## config.mk

```make
export PLATFORM = sky130hd
export DESIGN_NAME = itast_tracker
export DESIGN_NICKNAME = d
export VERILOG_FILES = /design/src/rtl/itast_pkg.sv /design/src/rtl/itast_tracker.sv /design/src/rtl/itast_sync.sv /design/src/rtl/itast_cause_bit.sv
export SDC_FILE = /design/constraint.sdc
export NUM_CORES = 1
export LEC_CHECK = 0
export BUFFER_PORTS_ARGS = -buffer_cell sky130_fd_sc_hd__buf_2
export CELL_PAD_IN_SITES_DETAIL_PLACEMENT = 0
export CELL_PAD_IN_SITES_GLOBAL_PLACEMENT = 2
export CORE_UTILIZATION = 27
export CTS_CLUSTER_DIAMETER = 120
export DETAILED_ROUTE_END_ITERATION = 8
export GPL_ROUTABILITY_DRIVEN = 0
export HOLD_SLACK_MARGIN = 0.03
export MAX_ROUTING_LAYER = met4
export PLACE_DENSITY_LB_ADDON = 0.1
export SYNTH_ARGS = -nofsm -noshare
export SYNTH_HDL_FRONTEND = slang
export SYNTH_SLANG_ARGS = --single-unit
```

## constraint.sdc

```tcl
create_clock -name mclk_i -period 3.8 [get_ports mclk_i]
set_clock_uncertainty 0.05 [all_clocks]
set_input_delay 0.57 -clock mclk_i [delete_from_list [all_inputs] [get_ports mclk_i]]
set_output_delay 0.57 -clock mclk_i [all_outputs]
set_load 0.02 [all_outputs]
```

## src/rtl/itast_pkg.sv

```systemverilog
// constants shared by the transmit-abort cause tracker
package itast_pkg;

  // register byte offsets on the avalon slave
  localparam logic [7:0] OFS_CONTROL     = 8'h00;
  localparam logic [7:0] OFS_TARGET      = 8'h04;
  localparam logic [7:0] OFS_DATA_CMD    = 8'h10;
  localparam logic [7:0] OFS_ALL_IRQ_CLR = 8'h40;
  localparam logic [7:0] OFS_ABORT_CLR   = 8'h54;
  localparam logic [7:0] OFS_ABORT_CAUSE = 8'h80;

  // register width and reset values
  localparam int         REG_W           = 16;
  localparam logic [15:0] CONTROL_RST    = 16'h0021;
  localparam logic [15:0] TARGET_RST     = 16'h0000;
  localparam logic [15:0] CAUSE_RST      = 16'h0000;
  localparam logic [9:0]  DATA_CMD_RST   = 10'h000;

  // control_reg fields
  localparam int CTL_MASTER_EN  = 0;
  localparam int CTL_RESTART_EN = 5;
  // target_address_reg fields
  localparam int TAR_GCOS_SEL   = 10;
  localparam int TAR_ALT_SEL    = 11;
  localparam int TAR_TENBIT     = 12;
  // data_command_reg fields
  localparam int DC_W           = 10;
  localparam int DC_CMD         = 8;
  localparam int DC_GCALL_RD    = 9;

  // abort_cause_status bit positions
  localparam int CB_7B_NACK     = 0;
  localparam int CB_10B1_NACK   = 1;
  localparam int CB_10B2_NACK   = 2;
  localparam int CB_DATA_NACK   = 3;
  localparam int CB_GCALL_NACK  = 4;
  localparam int CB_GCALL_READ  = 5;
  localparam int CB_HS_ACKED    = 6;
  localparam int CB_SBYTE_ACKED = 7;
  localparam int CB_HS_NORS     = 8;
  localparam int CB_SBYTE_NORS  = 9;
  localparam int CB_10B_RD_NORS = 10;
  localparam int CB_MST_DIS     = 11;
  localparam int CB_ARB_LOSS    = 12;
  localparam int CB_SLV_LOSS    = 13 + 1;
  localparam int CB_SLV_FLUSH   = 13;
  localparam int CB_SLV_RD_CMD  = 15;

  // avalon response codes
  localparam logic [1:0] RESP_OKAY   = 2'h0;
  localparam logic [1:0] RESP_SLVERR = 2'h2;

  // bus answer phase
  typedef enum logic { BUS_IDLE, BUS_ANSWER } itast_bus_t;

endpackage

```

## src/rtl/itast_tracker.sv

```systemverilog
// transmit-abort cause tracker with avalon register slave
// Behaviour
// RL1: sixteen-bit read-only register, each bit one distinct abort reason.
// RL2: reading abort-clear or clear-all register zeroes all bits except 9.
// RL3: bit 9 clears only after restart enabled or target bits 11/10 cleared.
// RL4: clearing bit 9 while its cause remains drops it one cycle only.
// RL5: bit 9 sets on start byte attempt with restart disabled.
// RL6: bit 15 sets on command write while serving slave read request.
// RL7: bit 14 and bit 12 set together on slave SDA mismatch at SCL rise.
// RL8: bit 13 sets on slave read command with data left in TX FIFO.
// RL9: bit 12 sets on master arbitration loss or slave transmitter loss.
// RL10: bit 11 sets on master start attempt while master mode disabled.
// RL11: bit 10 sets on 10-bit read command with restart disabled.
// RL12: bit 8 sets on high speed master transfer with restart disabled.
// RL13: bit 7 sets when a sent START byte is acknowledged.
// RL14: bit 6 sets when the high speed master code is acknowledged.
// RL15: bit 5 sets when general call is followed by a programmed read.
// RL16: bit 4 sets when no slave acknowledges a general call.
// RL17: bit 3 sets in master mode when a data byte is not acknowledged.
// RL18: bit 2 sets when second 10-bit address byte is not acknowledged.
// RL19: bit 1 sets when first 10-bit address byte is not acknowledged.
// RL20: bit 0 sets when a 7-bit address is not acknowledged.
// RL21: any set cause raises transmit abort and holds the transfer stopped.
module itast_tracker #(
  parameter int ADDR_W = 8
) (
  input  wire logic              mclk_i,
  input  wire logic              rst_n_i,
  input  wire logic [ADDR_W-1:0] avs_address_i,
  input  wire logic              avs_read_i,
  input  wire logic              avs_write_i,
  input  wire logic [31:0]       avs_writedata_i,
  input  wire logic [3:0]        avs_byteenable_i,
  output logic      [31:0]       avs_readdata_o,
  output logic      [1:0]        avs_response_o,
  output logic                   avs_waitrequest_o,
  input  wire logic              scl_i,
  input  wire logic              sda_i,
  input  wire logic              mst_active_i,
  input  wire logic              mst_start_req_i,
  input  wire logic              mst_hs_mode_i,
  input  wire logic              mst_sbyte_ack_i,
  input  wire logic              mst_hs_code_ack_i,
  input  wire logic              mst_gcall_sent_i,
  input  wire logic              mst_gcall_nack_i,
  input  wire logic              mst_data_nack_i,
  input  wire logic              mst_addr_nack_i,
  input  wire logic              mst_addr_second_i,
  input  wire logic              mst_arb_loss_i,
  input  wire logic              slv_rd_req_i,
  input  wire logic              slv_rd_cmd_i,
  input  wire logic              slv_tx_active_i,
  input  wire logic              slv_tx_bit_i,
  input  wire logic              tx_fifo_empty_i,
  output logic                   dc_wr_o,
  output logic      [9:0]        dc_data_o,
  output logic      [15:0]       abort_cause_o,
  output logic                   transmit_abort_flag_o
);

  // refuse address widths that cannot reach the map
  if (ADDR_W < 8)
  begin : g_chk
    $error("itast_tracker: ADDR_W must be at least 8");
  end

  itast_pkg::itast_bus_t bus_q;
  itast_pkg::itast_bus_t next_bus;
  logic [15:0]           control_reg;
  logic [15:0]           target_address_reg;
  logic [9:0]            data_command_reg;
  logic [15:0]           abort_cause_status;
  logic [15:0]           cause_set;
  logic                  sbyte_clr_d;
  logic [1:0]            pins_s;
  logic                  scl_d;

  // bus decode
  wire        req        = avs_read_i | avs_write_i;
  wire        first_cyc  = req && (bus_q == itast_pkg::BUS_IDLE);
  wire        accept     = req && (bus_q == itast_pkg::BUS_ANSWER);
  wire [7:0]  adr        = avs_address_i[7:0];
  wire        adr_hi_ok  = (avs_address_i >> 8) == '0;
  wire        hit_ctl    = adr_hi_ok && adr == itast_pkg::OFS_CONTROL;
  wire        hit_tar    = adr_hi_ok && adr == itast_pkg::OFS_TARGET;
  wire        hit_dc     = adr_hi_ok && adr == itast_pkg::OFS_DATA_CMD;
  wire        hit_allclr = adr_hi_ok && adr == itast_pkg::OFS_ALL_IRQ_CLR;
  wire        hit_abclr  = adr_hi_ok && adr == itast_pkg::OFS_ABORT_CLR;
  wire        hit_cause  = adr_hi_ok && adr == itast_pkg::OFS_ABORT_CAUSE;
  wire        hit_any    = hit_ctl | hit_tar | hit_dc | hit_allclr
                           | hit_abclr | hit_cause;
  wire [15:0] be_mask    = {{8{avs_byteenable_i[1]}},
                            {8{avs_byteenable_i[0]}}};
  wire [15:0] wdata      = avs_writedata_i[15:0];
  wire        wr_acc     = accept && avs_write_i;
  wire        rd_acc     = accept && avs_read_i;
  wire        dc_wr_acc  = wr_acc && hit_dc && avs_byteenable_i[1:0] != 2'h0;

  // waitrequest is combinational: one wait state on every access
  assign avs_waitrequest_o = first_cyc;

  // answer phase walks idle -> answer -> idle
  always_comb
  begin
    next_bus = bus_q;
    case (bus_q)
      itast_pkg::BUS_IDLE:   if (req) next_bus = itast_pkg::BUS_ANSWER;
      itast_pkg::BUS_ANSWER: next_bus = itast_pkg::BUS_IDLE;
      default:               next_bus = itast_pkg::BUS_IDLE;
    endcase
  end

  always_ff @(posedge mclk_i or negedge rst_n_i)
  begin
    if (!rst_n_i)
      bus_q <= itast_pkg::BUS_IDLE;
    else
      bus_q <= next_bus;
  end

  // read mux; clear registers read as zero, cause bits above 15 as zero
  wire [15:0] rd_mux =
    hit_ctl   ? control_reg :
    hit_tar   ? target_address_reg :
    hit_dc    ? {6'h00, data_command_reg} :
    hit_cause ? abort_cause_status : 16'h0000; // RL1

  // read data captured in the wait cycle so it stands at the accept edge
  always_ff @(posedge mclk_i or negedge rst_n_i)
  begin
    if (!rst_n_i)
    begin
      avs_readdata_o <= 32'h0000_0000;
      avs_response_o <= itast_pkg::RESP_OKAY;
    end
    else if (first_cyc)
    begin
      avs_readdata_o <= {16'h0000, rd_mux};
      avs_response_o <= hit_any ? itast_pkg::RESP_OKAY
                                : itast_pkg::RESP_SLVERR;
    end
  end

  // software-owned configuration; writes land at the accept edge
  always_ff @(posedge mclk_i or negedge rst_n_i)
  begin
    if (!rst_n_i)
    begin
      control_reg        <= itast_pkg::CONTROL_RST;
      target_address_reg <= itast_pkg::TARGET_RST;
    end
    else if (wr_acc)
    begin
      if (hit_ctl)
        control_reg <= (control_reg & ~be_mask) | (wdata & be_mask);
      if (hit_tar)
        target_address_reg <= (target_address_reg & ~be_mask)
                              | (wdata & be_mask);
    end
  end

  // command writes pass on to the transmit path as a one-cycle strobe
  always_ff @(posedge mclk_i or negedge rst_n_i)
  begin
    if (!rst_n_i)
    begin
      data_command_reg <= itast_pkg::DATA_CMD_RST;
      dc_wr_o          <= 1'b0;
    end
    else
    begin
      dc_wr_o <= dc_wr_acc;
      if (dc_wr_acc)
        data_command_reg <= wdata[itast_pkg::DC_W-1:0];
    end
  end
  assign dc_data_o = data_command_reg;

  // config terms
  wire restart_en = control_reg[itast_pkg::CTL_RESTART_EN];
  wire master_en  = control_reg[itast_pkg::CTL_MASTER_EN];
  wire tenbit     = target_address_reg[itast_pkg::TAR_TENBIT];
  wire alt_addr_select          = target_address_reg[itast_pkg::TAR_ALT_SEL];
  wire gencall_or_startbyte_sel = target_address_reg[itast_pkg::TAR_GCOS_SEL];
  // level that keeps the start byte cause alive until software fixes it
  wire sbyte_cause = !restart_en && alt_addr_select
                     && gencall_or_startbyte_sel; // RL3
  wire dc_cmd_wr   = dc_wr_acc && wdata[itast_pkg::DC_CMD];

  // pins come from the bus wires: two flops before any logic reads them
  itast_sync #(
    .W (2)
  ) u_pin_sync (
    .mclk_i  (mclk_i),
    .rst_n_i (rst_n_i),
    .d_i     ({~scl_i, ~sda_i}),
    .q_o     (pins_s)
  );
  // pins pass inverted so the zero reset of the sync is the idle-high bus
  wire scl_s = !pins_s[1];
  wire sda_s = !pins_s[0];

  always_ff @(posedge mclk_i or negedge rst_n_i)
  begin
    if (!rst_n_i)
      scl_d <= 1'b1;
    else
      scl_d <= scl_s;
  end

  // slave only ever releases the line, so a mismatch means someone else won
  wire scl_rise  = scl_s && !scl_d;
  wire slv_loss  = scl_rise && slv_tx_active_i
                   && (sda_s != slv_tx_bit_i); // RL7

  // remember a clear of bit 9 so the live cause can re-raise it next cycle
  wire cause_clr = rd_acc && (hit_abclr || hit_allclr); // RL2
  always_ff @(posedge mclk_i or negedge rst_n_i)
  begin
    if (!rst_n_i)
      sbyte_clr_d <= 1'b0;
    else
      sbyte_clr_d <= cause_clr; // RL4
  end

  // set terms for each cause bit
  assign cause_set[itast_pkg::CB_7B_NACK]     = mst_addr_nack_i
                                                && !tenbit; // RL20
  assign cause_set[itast_pkg::CB_10B1_NACK]   = mst_addr_nack_i && tenbit
                                                && !mst_addr_second_i; // RL19
  assign cause_set[itast_pkg::CB_10B2_NACK]   = mst_addr_nack_i && tenbit
                                                && mst_addr_second_i; // RL18
  assign cause_set[itast_pkg::CB_DATA_NACK]   = mst_data_nack_i
                                                && mst_active_i; // RL17
  assign cause_set[itast_pkg::CB_GCALL_NACK]  = mst_gcall_nack_i; // RL16
  assign cause_set[itast_pkg::CB_GCALL_READ]  = mst_gcall_sent_i
      && data_command_reg[itast_pkg::DC_GCALL_RD]; // RL15
  assign cause_set[itast_pkg::CB_HS_ACKED]    = mst_hs_code_ack_i; // RL14
  assign cause_set[itast_pkg::CB_SBYTE_ACKED] = mst_sbyte_ack_i; // RL13
  assign cause_set[itast_pkg::CB_HS_NORS]     = mst_start_req_i
      && mst_hs_mode_i && !restart_en; // RL12
  assign cause_set[itast_pkg::CB_SBYTE_NORS]  = (mst_start_req_i
      && sbyte_cause) || (sbyte_clr_d && sbyte_cause); // RL5 RL4
  assign cause_set[itast_pkg::CB_10B_RD_NORS] = dc_cmd_wr && tenbit
      && !restart_en; // RL11
  assign cause_set[itast_pkg::CB_MST_DIS]     = mst_start_req_i
      && !master_en; // RL10
  assign cause_set[itast_pkg::CB_ARB_LOSS]    = mst_arb_loss_i
      || slv_loss; // RL9
  assign cause_set[itast_pkg::CB_SLV_FLUSH]   = slv_rd_cmd_i
      && !tx_fifo_empty_i; // RL8
  assign cause_set[itast_pkg::CB_SLV_LOSS]    = slv_loss; // RL7
  assign cause_set[itast_pkg::CB_SLV_RD_CMD]  = dc_cmd_wr
      && slv_rd_req_i; // RL6

  // one sticky cell per cause; set wins over a simultaneous clear
  for (genvar b = 0; b < itast_pkg::REG_W; b++)
  begin : g_cause
    itast_cause_bit u_bit (
      .mclk_i  (mclk_i),
      .rst_n_i (rst_n_i),
      .set_i   (cause_set[b]),
      .clr_i   (cause_clr), // RL2
      .q_o     (abort_cause_status[b])
    );
  end

  // abort holds the transfer stopped while any cause stands
  assign abort_cause_o         = abort_cause_status;
  assign transmit_abort_flag_o = |abort_cause_status; // RL21
endmodule

```

## src/rtl/itast_sync.sv

```systemverilog
// two-flop synchroniser for pin levels
module itast_sync #(
  parameter int W = 1
) (
  input  wire logic         mclk_i,
  input  wire logic         rst_n_i,
  input  wire logic [W-1:0] d_i,
  output logic      [W-1:0] q_o
);
  logic [W-1:0] meta;

  // first stage feeds only the second stage
  always_ff @(posedge mclk_i or negedge rst_n_i)
  begin
    if (!rst_n_i)
    begin
      meta <= '0;
      q_o  <= '0;
    end
    else
    begin
      meta <= d_i;
      q_o  <= meta;
    end
  end
endmodule

```

## src/rtl/itast_cause_bit.sv

```systemverilog
// one sticky abort cause bit, set wins over clear
module itast_cause_bit (
  input  wire logic mclk_i,
  input  wire logic rst_n_i,
  input  wire logic set_i,
  input  wire logic clr_i,
  output logic      q_o
);
  // a cause seen in the clearing cycle must not be lost
  always_ff @(posedge mclk_i or negedge rst_n_i)
  begin
    if (!rst_n_i)
      q_o <= 1'b0;
    else if (set_i)
      q_o <= 1'b1;
    else if (clr_i)
      q_o <= 1'b0;
  end
endmodule

```

-- After elaboration in Yosys (flattened, before gate mapping)
Index checks and enable logic that the tools add are counted.
- flip-flop bits (word level): 84
- bits in latches: 0
- bits in writable memories: 0
- ROM bits: 0
- input bits: 66
- output and inout bits: 63
- logic and storage cells: 132
- memories kept: 0
- add/subtract/negate cells: 0
- multipliers: 0
- div/mod/pow operators: 0
- magnitude comparators: 0
- equality and inequality tests: 6
- shift operators: 0
- mux-type cells: 24
- bitwise gates (word level): 15
- reduce and logical (&&, ||, !) cells: 60
- operators with widths (cell ; count):
    2-to-1 mux 16 bit ; 4
    bitwise AND 16 bit ; 3
    nonzero test 2 bit ; 17
    bitwise OR 16 bit ; 2
    logical AND 1 bit ; 28
    2-to-1 mux 1 bit ; 18
    equality test 8 x 7 -> 1 bit (second input constant) ; 2
    inverter 16 bit ; 1
    OR reduction 16 bit ; 1
    equality test 8 x 3 -> 1 bit (second input constant) ; 1
    equality test 8 x 5 -> 1 bit (second input constant) ; 1
    equality test 8 bit (second input constant) ; 1
    logical NOT 1 bit ; 8
    logical NOT 8 bit ; 1
    bitwise OR 1 bit ; 6
    AND reduction 2 bit ; 2
    logical OR 1 bit ; 3
    inverter 1 bit ; 3
    2-to-1 mux 2 bit ; 1
    case mux 1 bit (2 select lines) ; 1
    != test 1 bit ; 1

-- Logic depth before layout (Yosys ltp)
Gate-level depths: netlist (run 1).
- depth after elaboration: 9
- depth in mapped cells: 7
- gate-level depth less buffers: 5

-- Cells and area by module
From an unflattened synthesis (run 1), not the netlist that was laid out.
- cells, all modules: 334
- area total of the unflattened synthesis: 3870.0 um^2
- by module, submodules not included (module ; instances ; cells an instance ; area each (um^2)):
    itast_tracker ; 1 ; 282 ; 3189.3
    itast_cause_bit ; 16 ; 3 ; 36.3
    itast_sync ; 1 ; 4 ; 100.1

-- Least setup slack after synthesis (run 1)
No wires, ideal clock.
- path kind: input to output
- start point: input avs_write_i
- end point: output avs_waitrequest_o
- arrival: 1.813 ns
- data required time: 3.180 ns
- path slack: 1.367 ns
- stages on the path: 5
- cell sequence: clkbuf_1 -> o21bai_1 -> inv_1 -> clkbuf_1 -> clkbuf_1
- word-level cells in the longest chain between the ends: 2
- ends and longest elaborated chain (element ; RTL line ; text):
    from (decl) ; itast_tracker.sv:31 ; input wire logic avs_write_i,
    bitwise OR 1 bit ; itast_tracker.sv:79 ; wire req = avs_read_i | avs_write_i;
    logical AND 1 bit ; itast_tracker.sv:80 ; wire first_cyc = req && (bus_q == itast_pkg::BUS_IDLE);
    to (decl) ; itast_tracker.sv:36 ; output logic avs_waitrequest_o,
No other way between the ends.

-- Worst setup path after layout (run 1)
- start point: input avs_address_i[2]
- end point: register data_command_reg[8], in the netlist dc_data_o[8]
- word-level cells in the longest chain between the ends: 3
- ends and longest elaborated chain (element ; RTL line ; text):
    from (decl) ; itast_tracker.sv:29 ; input wire logic [ADDR_W-1:0] avs_address_i,
    equality test 8 x 5 -> 1 bit ; itast_tracker.sv:86 ; wire hit_dc = adr_hi_ok && adr == itast_pkg::OFS_DATA_CMD;
    logical AND 1 bit (2 in a row) ; itast_tracker.sv:97 ; wire dc_wr_acc = wr_acc && hit_dc && avs_byteenable_i[1:0] != 2'h0;
    to (signal assigned) ; itast_tracker.sv:167 ; data_command_reg <= itast_pkg::DATA_CMD_RST;
    to (signal assigned) ; itast_tracker.sv:174 ; data_command_reg <= wdata[itast_pkg::DC_W-1:0];
    to (decl) ; itast_tracker.sv:71 ; logic [9:0] data_command_reg;
No other way between the ends.
A chain may end at the register's enable or synchronous reset.

==> results of run 1 <==
-- kinds of logic (layout without fill, tap and decap cells) --
logic type / count (synthesis) / count (layout) / synth area share, %
buf+inv: 59 / 125 / 9.33
compound gates: 81 / 81 / 14.9
xor+xnor: 3 / 3 / 0.678
flops: 83 / 83 / 53.7
simple gates: 51 / 51 / 9.16
mux: 42 / 42 / 12.2
other cells: 1 / 17 / 0.0967
-- stage by stage --
step | worst slack (ns) | cell area [um^2] | power (mW) | util, %
4_1_cts | 1.41 | 4660 | 2.14 | 33.5
2_1_floorplan | 1.37 | 3940 | 1.12 | -
3_3_place_gp | 1.09 | 4360 | 1.21 | 31.3
3_5_place_dp | 1.06 | 4360 | 1.21 | 31.3
5_1_grt | 1.33 | 4660 | 2.20 | 33.5
6_report | 1.43 | 4660 | 2.10 | 33.5
-- power by group through the flow --
stage	combinational, mW	clock [mW]	sequential (mW)
CTS	0.245	0.940	0.953
floorplan	0.132	0	0.985
global placement	0.243	0	0.969
global route	0.265	0.974	0.958
detailed placement	0.244	0	0.969
finish	0.239	0.910	0.952
-- placed cells by master, fill, tap and decap left out, types with 2 or more instances in the layout --
master,count
buf_2,92
dfrtp_1,80
mux2_2,42
o21ai_0,17
conb_1,17
a22oi_1,15
nand2b_1,11
inv_1,10
nand2_1,10
a31oi_1,10
o31ai_1,9
clkbuf_16,9
buf_4,7
nor2_1,5
nor4_1,5
a2bb2oi_1,5
a22o_1,5
nand4_2,4
a21o_1,4
o2bb2ai_1,3
a32o_1,3
dfstp_2,3
clkbuf_8,3
clkbuf_1,3
nand3_1,2
nor4_4,2
nor3_1,2
xor2_1,2
nor2b_1,2
o2111ai_1,2
a21oi_1,2
-- worst reg2reg max path, delay by kind of cell (launching register included) --
kind	cells	cell delay, ns
AO/OA/AOI/OAI	3	0.78
buffers and inverters	2	0.67
flip-flops	1	0.48
-- how the worst max path moves through the flow --
stage | startpoint | end | slack (ns) | cells past startpoint
3_3_place_gp | avs_address_i[2] | dc_data_o[9]$_DFFE_PN0P_ | 1.09 | 7
4_1_cts | bus_q$_DFF_PN0_ | avs_waitrequest_o | 1.41 | 3
3_5_place_dp | avs_address_i[2] | dc_data_o[9]$_DFFE_PN0P_ | 1.06 | 7
6_report | avs_address_i[2] | dc_data_o[8]$_DFFE_PN0P_ | 1.43 | 7
5_1_grt | avs_address_i[2] | dc_data_o[6]$_DFFE_PN0P_ | 1.33 | 7
2_1_floorplan | avs_write_i | avs_waitrequest_o | 1.37 | 5
-- layer usage --
layer	up-vias	GRT usage, %	routed length, um
met2	87	23.3	4800
met5	-	-	0
met3	11	2.67	503
li1	1279	-	-
met1	1416	22.5	5400
met4	0	6.33	148
-- layout make-up --
cell class	count	area, um^2	area share [%]
Clock buffer	15	278	5.96
Clock inverter	1	30.0	0.644
Inverter	10	37.5	0.805
Multi-Input combinational cell	194	1500	32.1
Sequential cell	83	2080	44.6
Tap cell	180	225	4.83
Timing Repair Buffer	99	513	11.0
==> results.ini, run 1 <==
[pwr]
intPower_mw=1.57
switchingPower_mw=0.532
ir_worst_vdd_uv=206
power.share.switching_pct=25.3
power.density_nw_per_um2=451
comb_power_share_pct=11.4
pwr-share-seq_pct=45.3
cellLeakagePower_nw=2.24
clkPwrFrac_pct=43.3

[placed_design]
hpwl_mm=7.51
port_buffers=93
placed_cells=566

[global_routing]
grt_pass1_wl_mm=16.9
grtUsageTotal_pct=16.2
grt_antenna_before_repair=0
grt_pass1_vias=2858
overflow=0
grt_max_degree=65

[synth]
avgSynthCellArea_um2=12.1
synth_edf_count=0
synth-main-ff-cell=dfrtp_1
synth.most_common_cell=dfrtp_1
yosysTopAreaCell=dfrtp_1
seq_area_frac_synth_pct=53.7
netlist_instances=320
synth_area_leaders=dfrtp_1 52%, mux2_2 12%, buf_4 6.4%
ys_ff_latch=83
yosysWarnings=0
synth.top_cells.by_count=80 x dfrtp_1, 42 x mux2_2, 33 x buf_4, 17 x o21ai_0, 15 x a22oi_1
synthDominantCellAreaShare_pct=51.6
synthArstFlopShare_pct=100
syn_area_um2=3880
synth_cell_types=46

[clock_network]
h-tree-depth=3
cts.reportedPaths.clkPinSlew_ns=0.06
cts_tree=built
cts.sinks=83
cts-buffers-inserted=9
cts_buffer_depth=2
hold_buffers=0
clk-insertion-delay-late_ns=0.34
post_cts_resized=0
cts_setup_buffers=0
cts-root-buf=clkbuf_16

[critical_path]
crit_path_max_fanout=13
cpLargestDelayFamily=simple AND/OR/NAND/NOR gates
r2r_end=avs_readdata_o[13]$_DFFE_PN0P_
worstPathArrival_ns=2.54
worstSetupStartpointType=primary input
crit_chain=buf_2 > or4_4 > nor4_4 > buf_4 > nor3b_4 > buf_4 > mux2_2
cp-end-kind=register
timing.rr.start=bus_q$_DFF_PN0_
cp_slowest_cell=or4_4
reg2regPathDepth=5
critPathKind=primary input to register
rrSetupSlack_ns=1.74
cpPeakStageDelay_ns=0.59
path_buf_inv=3
worst_ep_required_time_ns=3.97
cpMostUsedCell=buf_4

[finish]
area_delta_synth_final_pct=20.3
layout-drive-gt1-share_pct=41.8
n_antenna_cell=0
final_nets=463
n_fill_cell=1449
instances_no_fill=582

[routing]
firstDrtPassIters=4
drc_errors=0
vias=2793
routed_via_density=4.80
wl_per_cell_um=18.6
postRouteAntennaNets=0
first_iter_violations=146
wirelength_mm=10.9

[sta]
finalMaxSlewViolations=0
finalHoldViolCount=0
fmax_mhz=421
setup_viol=0
fin_setup_tns_ns=0
layout_worst_path_cycle_share_pct=62.5
period_needed_ns=2.37
rsz0062_at_grt=false
slew_headroom_pct=39.9
hold_ws_ns=0.296
worst_slew_pin_slew_ns=0.901

[hold_path]
hold_path.class=primary input to async pin

[die]
core_area_um2=13900
initial_core_util_pct=27.8
io_pins=129
die_area_um2=14800
fp-row-count=43
chipHeight_um=122
die_width_um=122

[run]
drv_cap=0

[status]
outcome=finished clean

Note: power is estimated with default switching activity, not from simulation.
==> run 2: changes to the inputs <==
==> constraint.sdc (replaced) <==
create_clock -name mclk_i -period 2.4 [get_ports mclk_i]
set_clock_uncertainty 0.05 [all_clocks]
set_input_delay 0.36 -clock mclk_i [delete_from_list [all_inputs] [get_ports mclk_i]]
set_output_delay 0.36 -clock mclk_i [all_outputs]
set_load 0.02 [all_outputs]
==> run 2 against run 1 <==
Against the previous run:
- flip-flop and latch count is the same
- final cell count grew 2.4%
- core utilization grew 1.1 points
- critical path depth shrank 3
- setup slack lost 1.2 ns
- first-iteration DRC count is the same
- routed wire length is essentially flat
- largest cell class unchanged
==> results.ini, run 2 (synthesized netlist as in run 1, its figures left out) <==
[critical_path]
cpPeakStageDelay_ns=0.47  ; -0.12 ns
crit_chain=o21bai_2 > inv_1 > buf_4 > buf_2
timing.rr.start=bus_q$_DFF_PN0_
worstPathArrival_ns=1.77  ; -0.77 ns
cp-end-kind=output port
cp_slowest_cell=dfrtp_1
crit_path_max_fanout=9  ; -4
worst_ep_required_time_ns=1.99  ; -1.98 ns
r2r_end=avs_readdata_o[0]$_DFFE_PN0P_
critPathKind=register to output port
rrSetupSlack_ns=0.64  ; -1.10 ns
reg2regPathDepth=6  ; +1
worstSetupStartpointType=register

[sta]
period_needed_ns=2.18
finalMaxSlewViolations=0  ; unchanged
layout_worst_path_cycle_share_pct=91.0
finalHoldViolCount=0  ; unchanged
setup_viol=0  ; unchanged
rsz0062_at_grt=false
fin_setup_tns_ns=0  ; unchanged
fmax_mhz=458
hold_ws_ns=0.105  ; -0.191 ns

[status]
outcome=finished clean

[placed_design]
placed_cells=580  ; +2.5%
hpwl_mm=7.85  ; +4.6%
port_buffers=93  ; unchanged

[pwr]
power.density_nw_per_um2=696  ; +54%
ir_worst_vdd_uv=273  ; +33%
power_mw=3.35  ; +60%
cellLeakagePower_nw=2.32  ; +3.9%

[die]
die_width_um=122  ; unchanged
fp-row-count=43  ; unchanged
chipHeight_um=122  ; unchanged
die_area_um2=14800  ; unchanged
core_area_um2=13900  ; unchanged
io_pins=129  ; unchanged
initial_core_util_pct=27.8  ; unchanged

[hold_path]
worstHoldPathCells=2
hold_path.class=primary input to register
hp-start=scl_i
min_to=u_pin_sync.meta[1]$_DFF_PN0_

[routing]
drc_errors=0  ; unchanged
routed_via_density=4.71  ; -1.9%
first_iter_violations=146  ; unchanged
firstDrtPassIters=4  ; unchanged
wl_per_cell_um=18.2  ; -2.4%
vias=2807  ; +0.50%
wirelength_mm=10.8  ; about the same
postRouteAntennaNets=0  ; unchanged

[clock_network]
cts_buffer_depth=2  ; unchanged
cts_setup_buffers=0  ; unchanged
h-tree-depth=3  ; unchanged
clk-insertion-delay-late_ns=0.35  ; about the same
cts-root-buf=clkbuf_16
post_cts_resized=0  ; unchanged
cts_tree=built
cts.sinks=83  ; unchanged
cts.reportedPaths.clkPinSlew_ns=0.06  ; about the same
cts-buffers-inserted=9  ; unchanged

[finish]
layout-drive-gt1-share_pct=44.0  ; +2.2 points
mostFrequentLayoutCell=buf_2
final_cell_mix=92 x buf_2, 80 x dfrtp_1, 42 x mux2_2
fin_util_pct=34.6  ; +1.1 points
n_fill_cell=1448  ; -0.069%
instances_no_fill=596  ; +2.4%
area_delta_synth_final_pct=24.4
n_antenna_cell=0  ; unchanged
final_nets=478  ; +3.2%

[global_routing]
grt_antenna_before_repair=0  ; unchanged
grt_pass1_vias=2782  ; -2.7%
grtUsageTotal_pct=16.2  ; +0.055 points
grt_pass1_wl_mm=16.6  ; -1.7%
grt_max_degree=35  ; -46%
overflow=0  ; unchanged

[run]
drv_cap=0  ; unchanged

-- run 2: cell types whose count changed in the layout (fill, tap and decap cells not counted), sizes merged --
cell	previous run	this run
buf	99	113
clkbuf	15	14
dlygate4sd3	0	1
-- run 2: layout make-up --
class / instances / area, um^2 / share of cell area [%]
clock buffer: 14 / 284 / 5.89
clock inverter: 1 / 30.0 / 0.623
inverter: 10 / 37.5 / 0.778
multi-input combinational: 194 / 1500 / 31.1
sequential: 83 / 2080 / 43.2
tap: 180 / 225 / 4.67
timing repair buffer: 114 / 666 / 13.8
-- run 2: worst max-delay path, delay by kind of cell (launching register included) --
family,cells,cell delay (ns)
AO/OA/AOI/OAI,1,0.24
buffers and inverters,3,0.72
flip-flops,1,0.47
-- run 2: timing repair --
action	in CTS	in global routing
endpoints found under the hold margin	27	0
hold buffers	1	0
endpoints found under the setup margin	0	0
-- run 2: worst max path at each step --
stage	from	end	cells after the start	slack, ns
floorplan	avs_address_i[2]	dc_data_o[2]$_DFFE_PN0P_	6	0.27
global placement	avs_address_i[3]	dc_data_o[7]$_DFFE_PN0P_	6	0.21
detailed placement	avs_address_i[3]	dc_data_o[7]$_DFFE_PN0P_	6	0.19
CTS	bus_q$_DFF_PN0_	avs_waitrequest_o	4	0.17
global route	bus_q$_DFF_PN0_	avs_waitrequest_o	4	0.12
finish	bus_q$_DFF_PN0_	avs_waitrequest_o	4	0.22
-- run 2: stage by stage --
step	instance area [um^2]	setup WS [ns]
floorplan	3940	0.270
finish	4820	0.216
global placement	4500	0.207
detailed placement	4500	0.188
CTS	4820	0.175
global route	4820	0.116
-- run 2: routing by layer --
metal | vias to the layer above | GRT usage, % | wire (um)
li1 | 1311 | - | -
met1 | 1401 | 22.9 | 5340
met2 | 85 | 22.5 | 4710
met3 | 10 | 3.32 | 611
met4 | 0 | 6.48 | 187
met5 | - | - | 0
-- run 2: power by group --
part | switching [mW] | leakage [nW] | internal [mW]
combinational | 0.250 | 1.11 | 0.142
clock | 0.539 | 0.155 | 0.914
sequential | 0.0492 | 1.06 | 1.46
total | 0.839 | 2.32 | 2.52
==> run 3: changes to the inputs <==
--- a/config.mk
+++ b/config.mk
@@ -8,6 +8,7 @@
 export BUFFER_PORTS_ARGS = -buffer_cell sky130_fd_sc_hd__buf_2
 export CELL_PAD_IN_SITES_DETAIL_PLACEMENT = 0
 export CELL_PAD_IN_SITES_GLOBAL_PLACEMENT = 2
+export CORE_MARGIN = 10
 export CORE_UTILIZATION = 27
 export CTS_CLUSTER_DIAMETER = 120
 export DETAILED_ROUTE_END_ITERATION = 8
==> run 3 against run 2 <==
Against the previous run:
- routed wire length grew 11%
- sequential share of layout area decreased by 0.089 points
- total power down 0.26%
- clock power about the same
- core utilization decreased by 0.062 points
- final cell count up 0.50%
- flip-flop and latch count did not move
- global-route usage is 3.3 points lower
- maximum frequency rose by 11%
- largest power group unchanged
==> results.ini, run 3 (synthesized netlist as in run 1, its figures left out) <==
[status]
outcome=finished clean

[sta]
fin_setup_tns_ns=0  ; unchanged
layout_worst_path_cycle_share_pct=82.3  ; -8.7 points
setup_viol=0  ; unchanged
rsz0062_at_grt=false
fmax_mhz=506  ; +11%
finalMaxSlewViolations=0  ; unchanged
period_needed_ns=1.98  ; -0.209 ns
finalHoldViolCount=0  ; unchanged
worst_slack_ns=0.425  ; +0.209 ns

[hold_path]
hold_path.class=primary input to register
worstHoldPathCells=2  ; unchanged

[finish]
seqCellArea_um2=2080  ; unchanged
layout-drive-gt1-share_pct=44.2  ; +0.16 points
multi_input_area_um2=1500  ; unchanged
n_fill_cell=1465  ; +1.2%
final_nets=480  ; +0.42%
fin_util_pct=34.5  ; -0.062 points
final_cell_mix=92 x buf_2, 80 x dfrtp_1, 42 x mux2_2
mostFrequentLayoutCell=buf_2
n_antenna_cell=0  ; unchanged
area_delta_synth_final_pct=24.6

[critical_path]
cp-end-kind=output port
crit_path_max_fanout=4  ; -5
rrSetupSlack_ns=0.74  ; +0.10 ns
worst_ep_required_time_ns=1.99  ; about the same
reg2regPathDepth=6  ; unchanged
critPathKind=register to output port
worstSetupStartpointType=register
worstPathArrival_ns=1.57  ; -0.20 ns

[clock_network]
cts.reportedPaths.clkPinSlew_ns=0.06  ; about the same
cts_tree=built
cts_setup_buffers=0  ; unchanged
post_cts_resized=0  ; unchanged
clk-insertion-delay-late_ns=0.34  ; about the same
cts_buffer_depth=2  ; unchanged
cts-root-buf=clkbuf_16
cts-buffers-inserted=9  ; unchanged
h-tree-depth=3  ; unchanged
cts.sinks=83  ; unchanged

[routing]
routed_via_density=4.71  ; about the same
vias=2821  ; +0.50%
wirelength_mm=12.0  ; +11%
firstDrtPassIters=4  ; unchanged
wl_per_cell_um=20.0  ; +10%
postRouteAntennaNets=0  ; unchanged
met3_length_um=660  ; +8.0%
drc_errors=0  ; unchanged
highest_layer=met4
first_iter_violations=172  ; +18%
wl_met2_mm=5.29  ; +12%
wl_met1_mm=5.87  ; +9.9%

[pwr]
cellLeakagePower_nw=2.33  ; +0.27%
ir_worst_vdd_uv=237  ; -13%
power.share.switching_pct=25.5  ; +0.47 points
comb_power_share_pct=11.9  ; +0.2 points
intPower_mw=2.49  ; -0.89%
pwr-share-seq_pct=45.0  ; about the same
power_mw=3.35  ; -0.26%
power.density_nw_per_um2=692  ; -0.47%
switchingPower_mw=0.852  ; +1.6%
clkPwrFrac_pct=43.0  ; -0.3 points

[global_routing]
overflow=0  ; unchanged
grtUsageTotal_pct=13.0  ; -3.3 points
grt_pass1_wl_mm=18.9  ; +14%
grt_antenna_before_repair=0  ; unchanged
grt_pass1_vias=3092  ; +11%
grt_max_degree=84  ; +140%

[placed_design]
hpwl_mm=8.75  ; +12%
place_ws_ns=0.182  ; -0.00556 ns
port_buffers=93  ; unchanged

[die]
chipHeight_um=140  ; +15%
die_area_um2=19600  ; +32%
initial_core_util_pct=27.7  ; -0.11 points
die_width_um=140  ; +15%
fp-row-count=43  ; unchanged
core_area_um2=14000  ; +0.39%
io_pins=129  ; unchanged

[run]
drv_cap=0  ; unchanged

[run 3: cell count changes in the layout (fill, tap and decap cells not counted)]
cell and delta:
clkbuf_8 -1, buf_4 +2, clkinv_2 +1, clkbuf_1 +1
[run 3: path summary, 6_finish.rpt]
path | startpoint | end
max in group asynchronous | rst_n_i | async pin
hold reg to reg | u_pin_sync.meta[0]$_DFF_PN0_ | u_pin_sync.q_o[0]$_DFF_PN0_
setup reg to reg | bus_q$_DFF_PN0_ | avs_readdata_o[0]$_DFFE_PN0P_
setup / recovery | g_cause[4].u_bit.q_o$_DFFE_PN0P_ | transmit_abort_flag_o
min in group asynchronous | rst_n_i | u_pin_sync.meta[0]$_DFF_PN0_
hold / removal | scl_i | u_pin_sync.meta[1]$_DFF_PN0_
[run 3: layer usage]
layer | global-route usage [%] | up-vias
met5 | - | -
met4 | 5.05 | 0
met3 | 3.33 | 11
met2 | 18.2 | 95
met1 | 17.3 | 1396
li1 | - | 1319
[run 3: final cells by class]
cell class | instances | share of cell area, %
inverter | 10 | 0.777
multi-input combinational | 194 | 31.0
clock buffer | 14 | 5.67
clock inverter | 2 | 0.725
sequential | 83 | 43.1
tap | 180 | 4.66
timing repair buffer | 116 | 14.1
[run 3: worst max-delay path, cell delays in order (launching register included)]
cell and delay (ns):
dfrtp_1 0.44, nor4_1 0.44, nand4_1 0.15, buf_2 0.19
[run 3: power by group through the flow]
| stage | registers (mW) | clock network (mW) | logic [mW] |
|---|---|---|---|
| final | 1.51 | 1.44 | 0.399 |
| after global routing | 1.51 | 1.56 | 0.444 |
| after CTS | 1.51 | 1.49 | 0.409 |
| after detailed placement | 1.53 | 0 | 0.406 |
| after global placement | 1.53 | 0 | 0.407 |
| after floorplan | 1.56 | 0 | 0.209 |
[run 3: what timing repair did]
action	CTS	global route
hold endpoints to repair	45	0
setup endpoints to repair	0	0
hold buffers	1	0
[run 3: metrics by stage]
step / hold slack (ns) / instance area [um^2] / std cells
after floorplan: 0.0144 / 3940 / 336
after global placement: 0.285 / 4510 / 582
after detailed placement: 0.287 / 4510 / 582
after CTS: 0.0882 / 4830 / 599
after global routing: 0.0951 / 4830 / 599
final: 0.106 / 4830 / 599
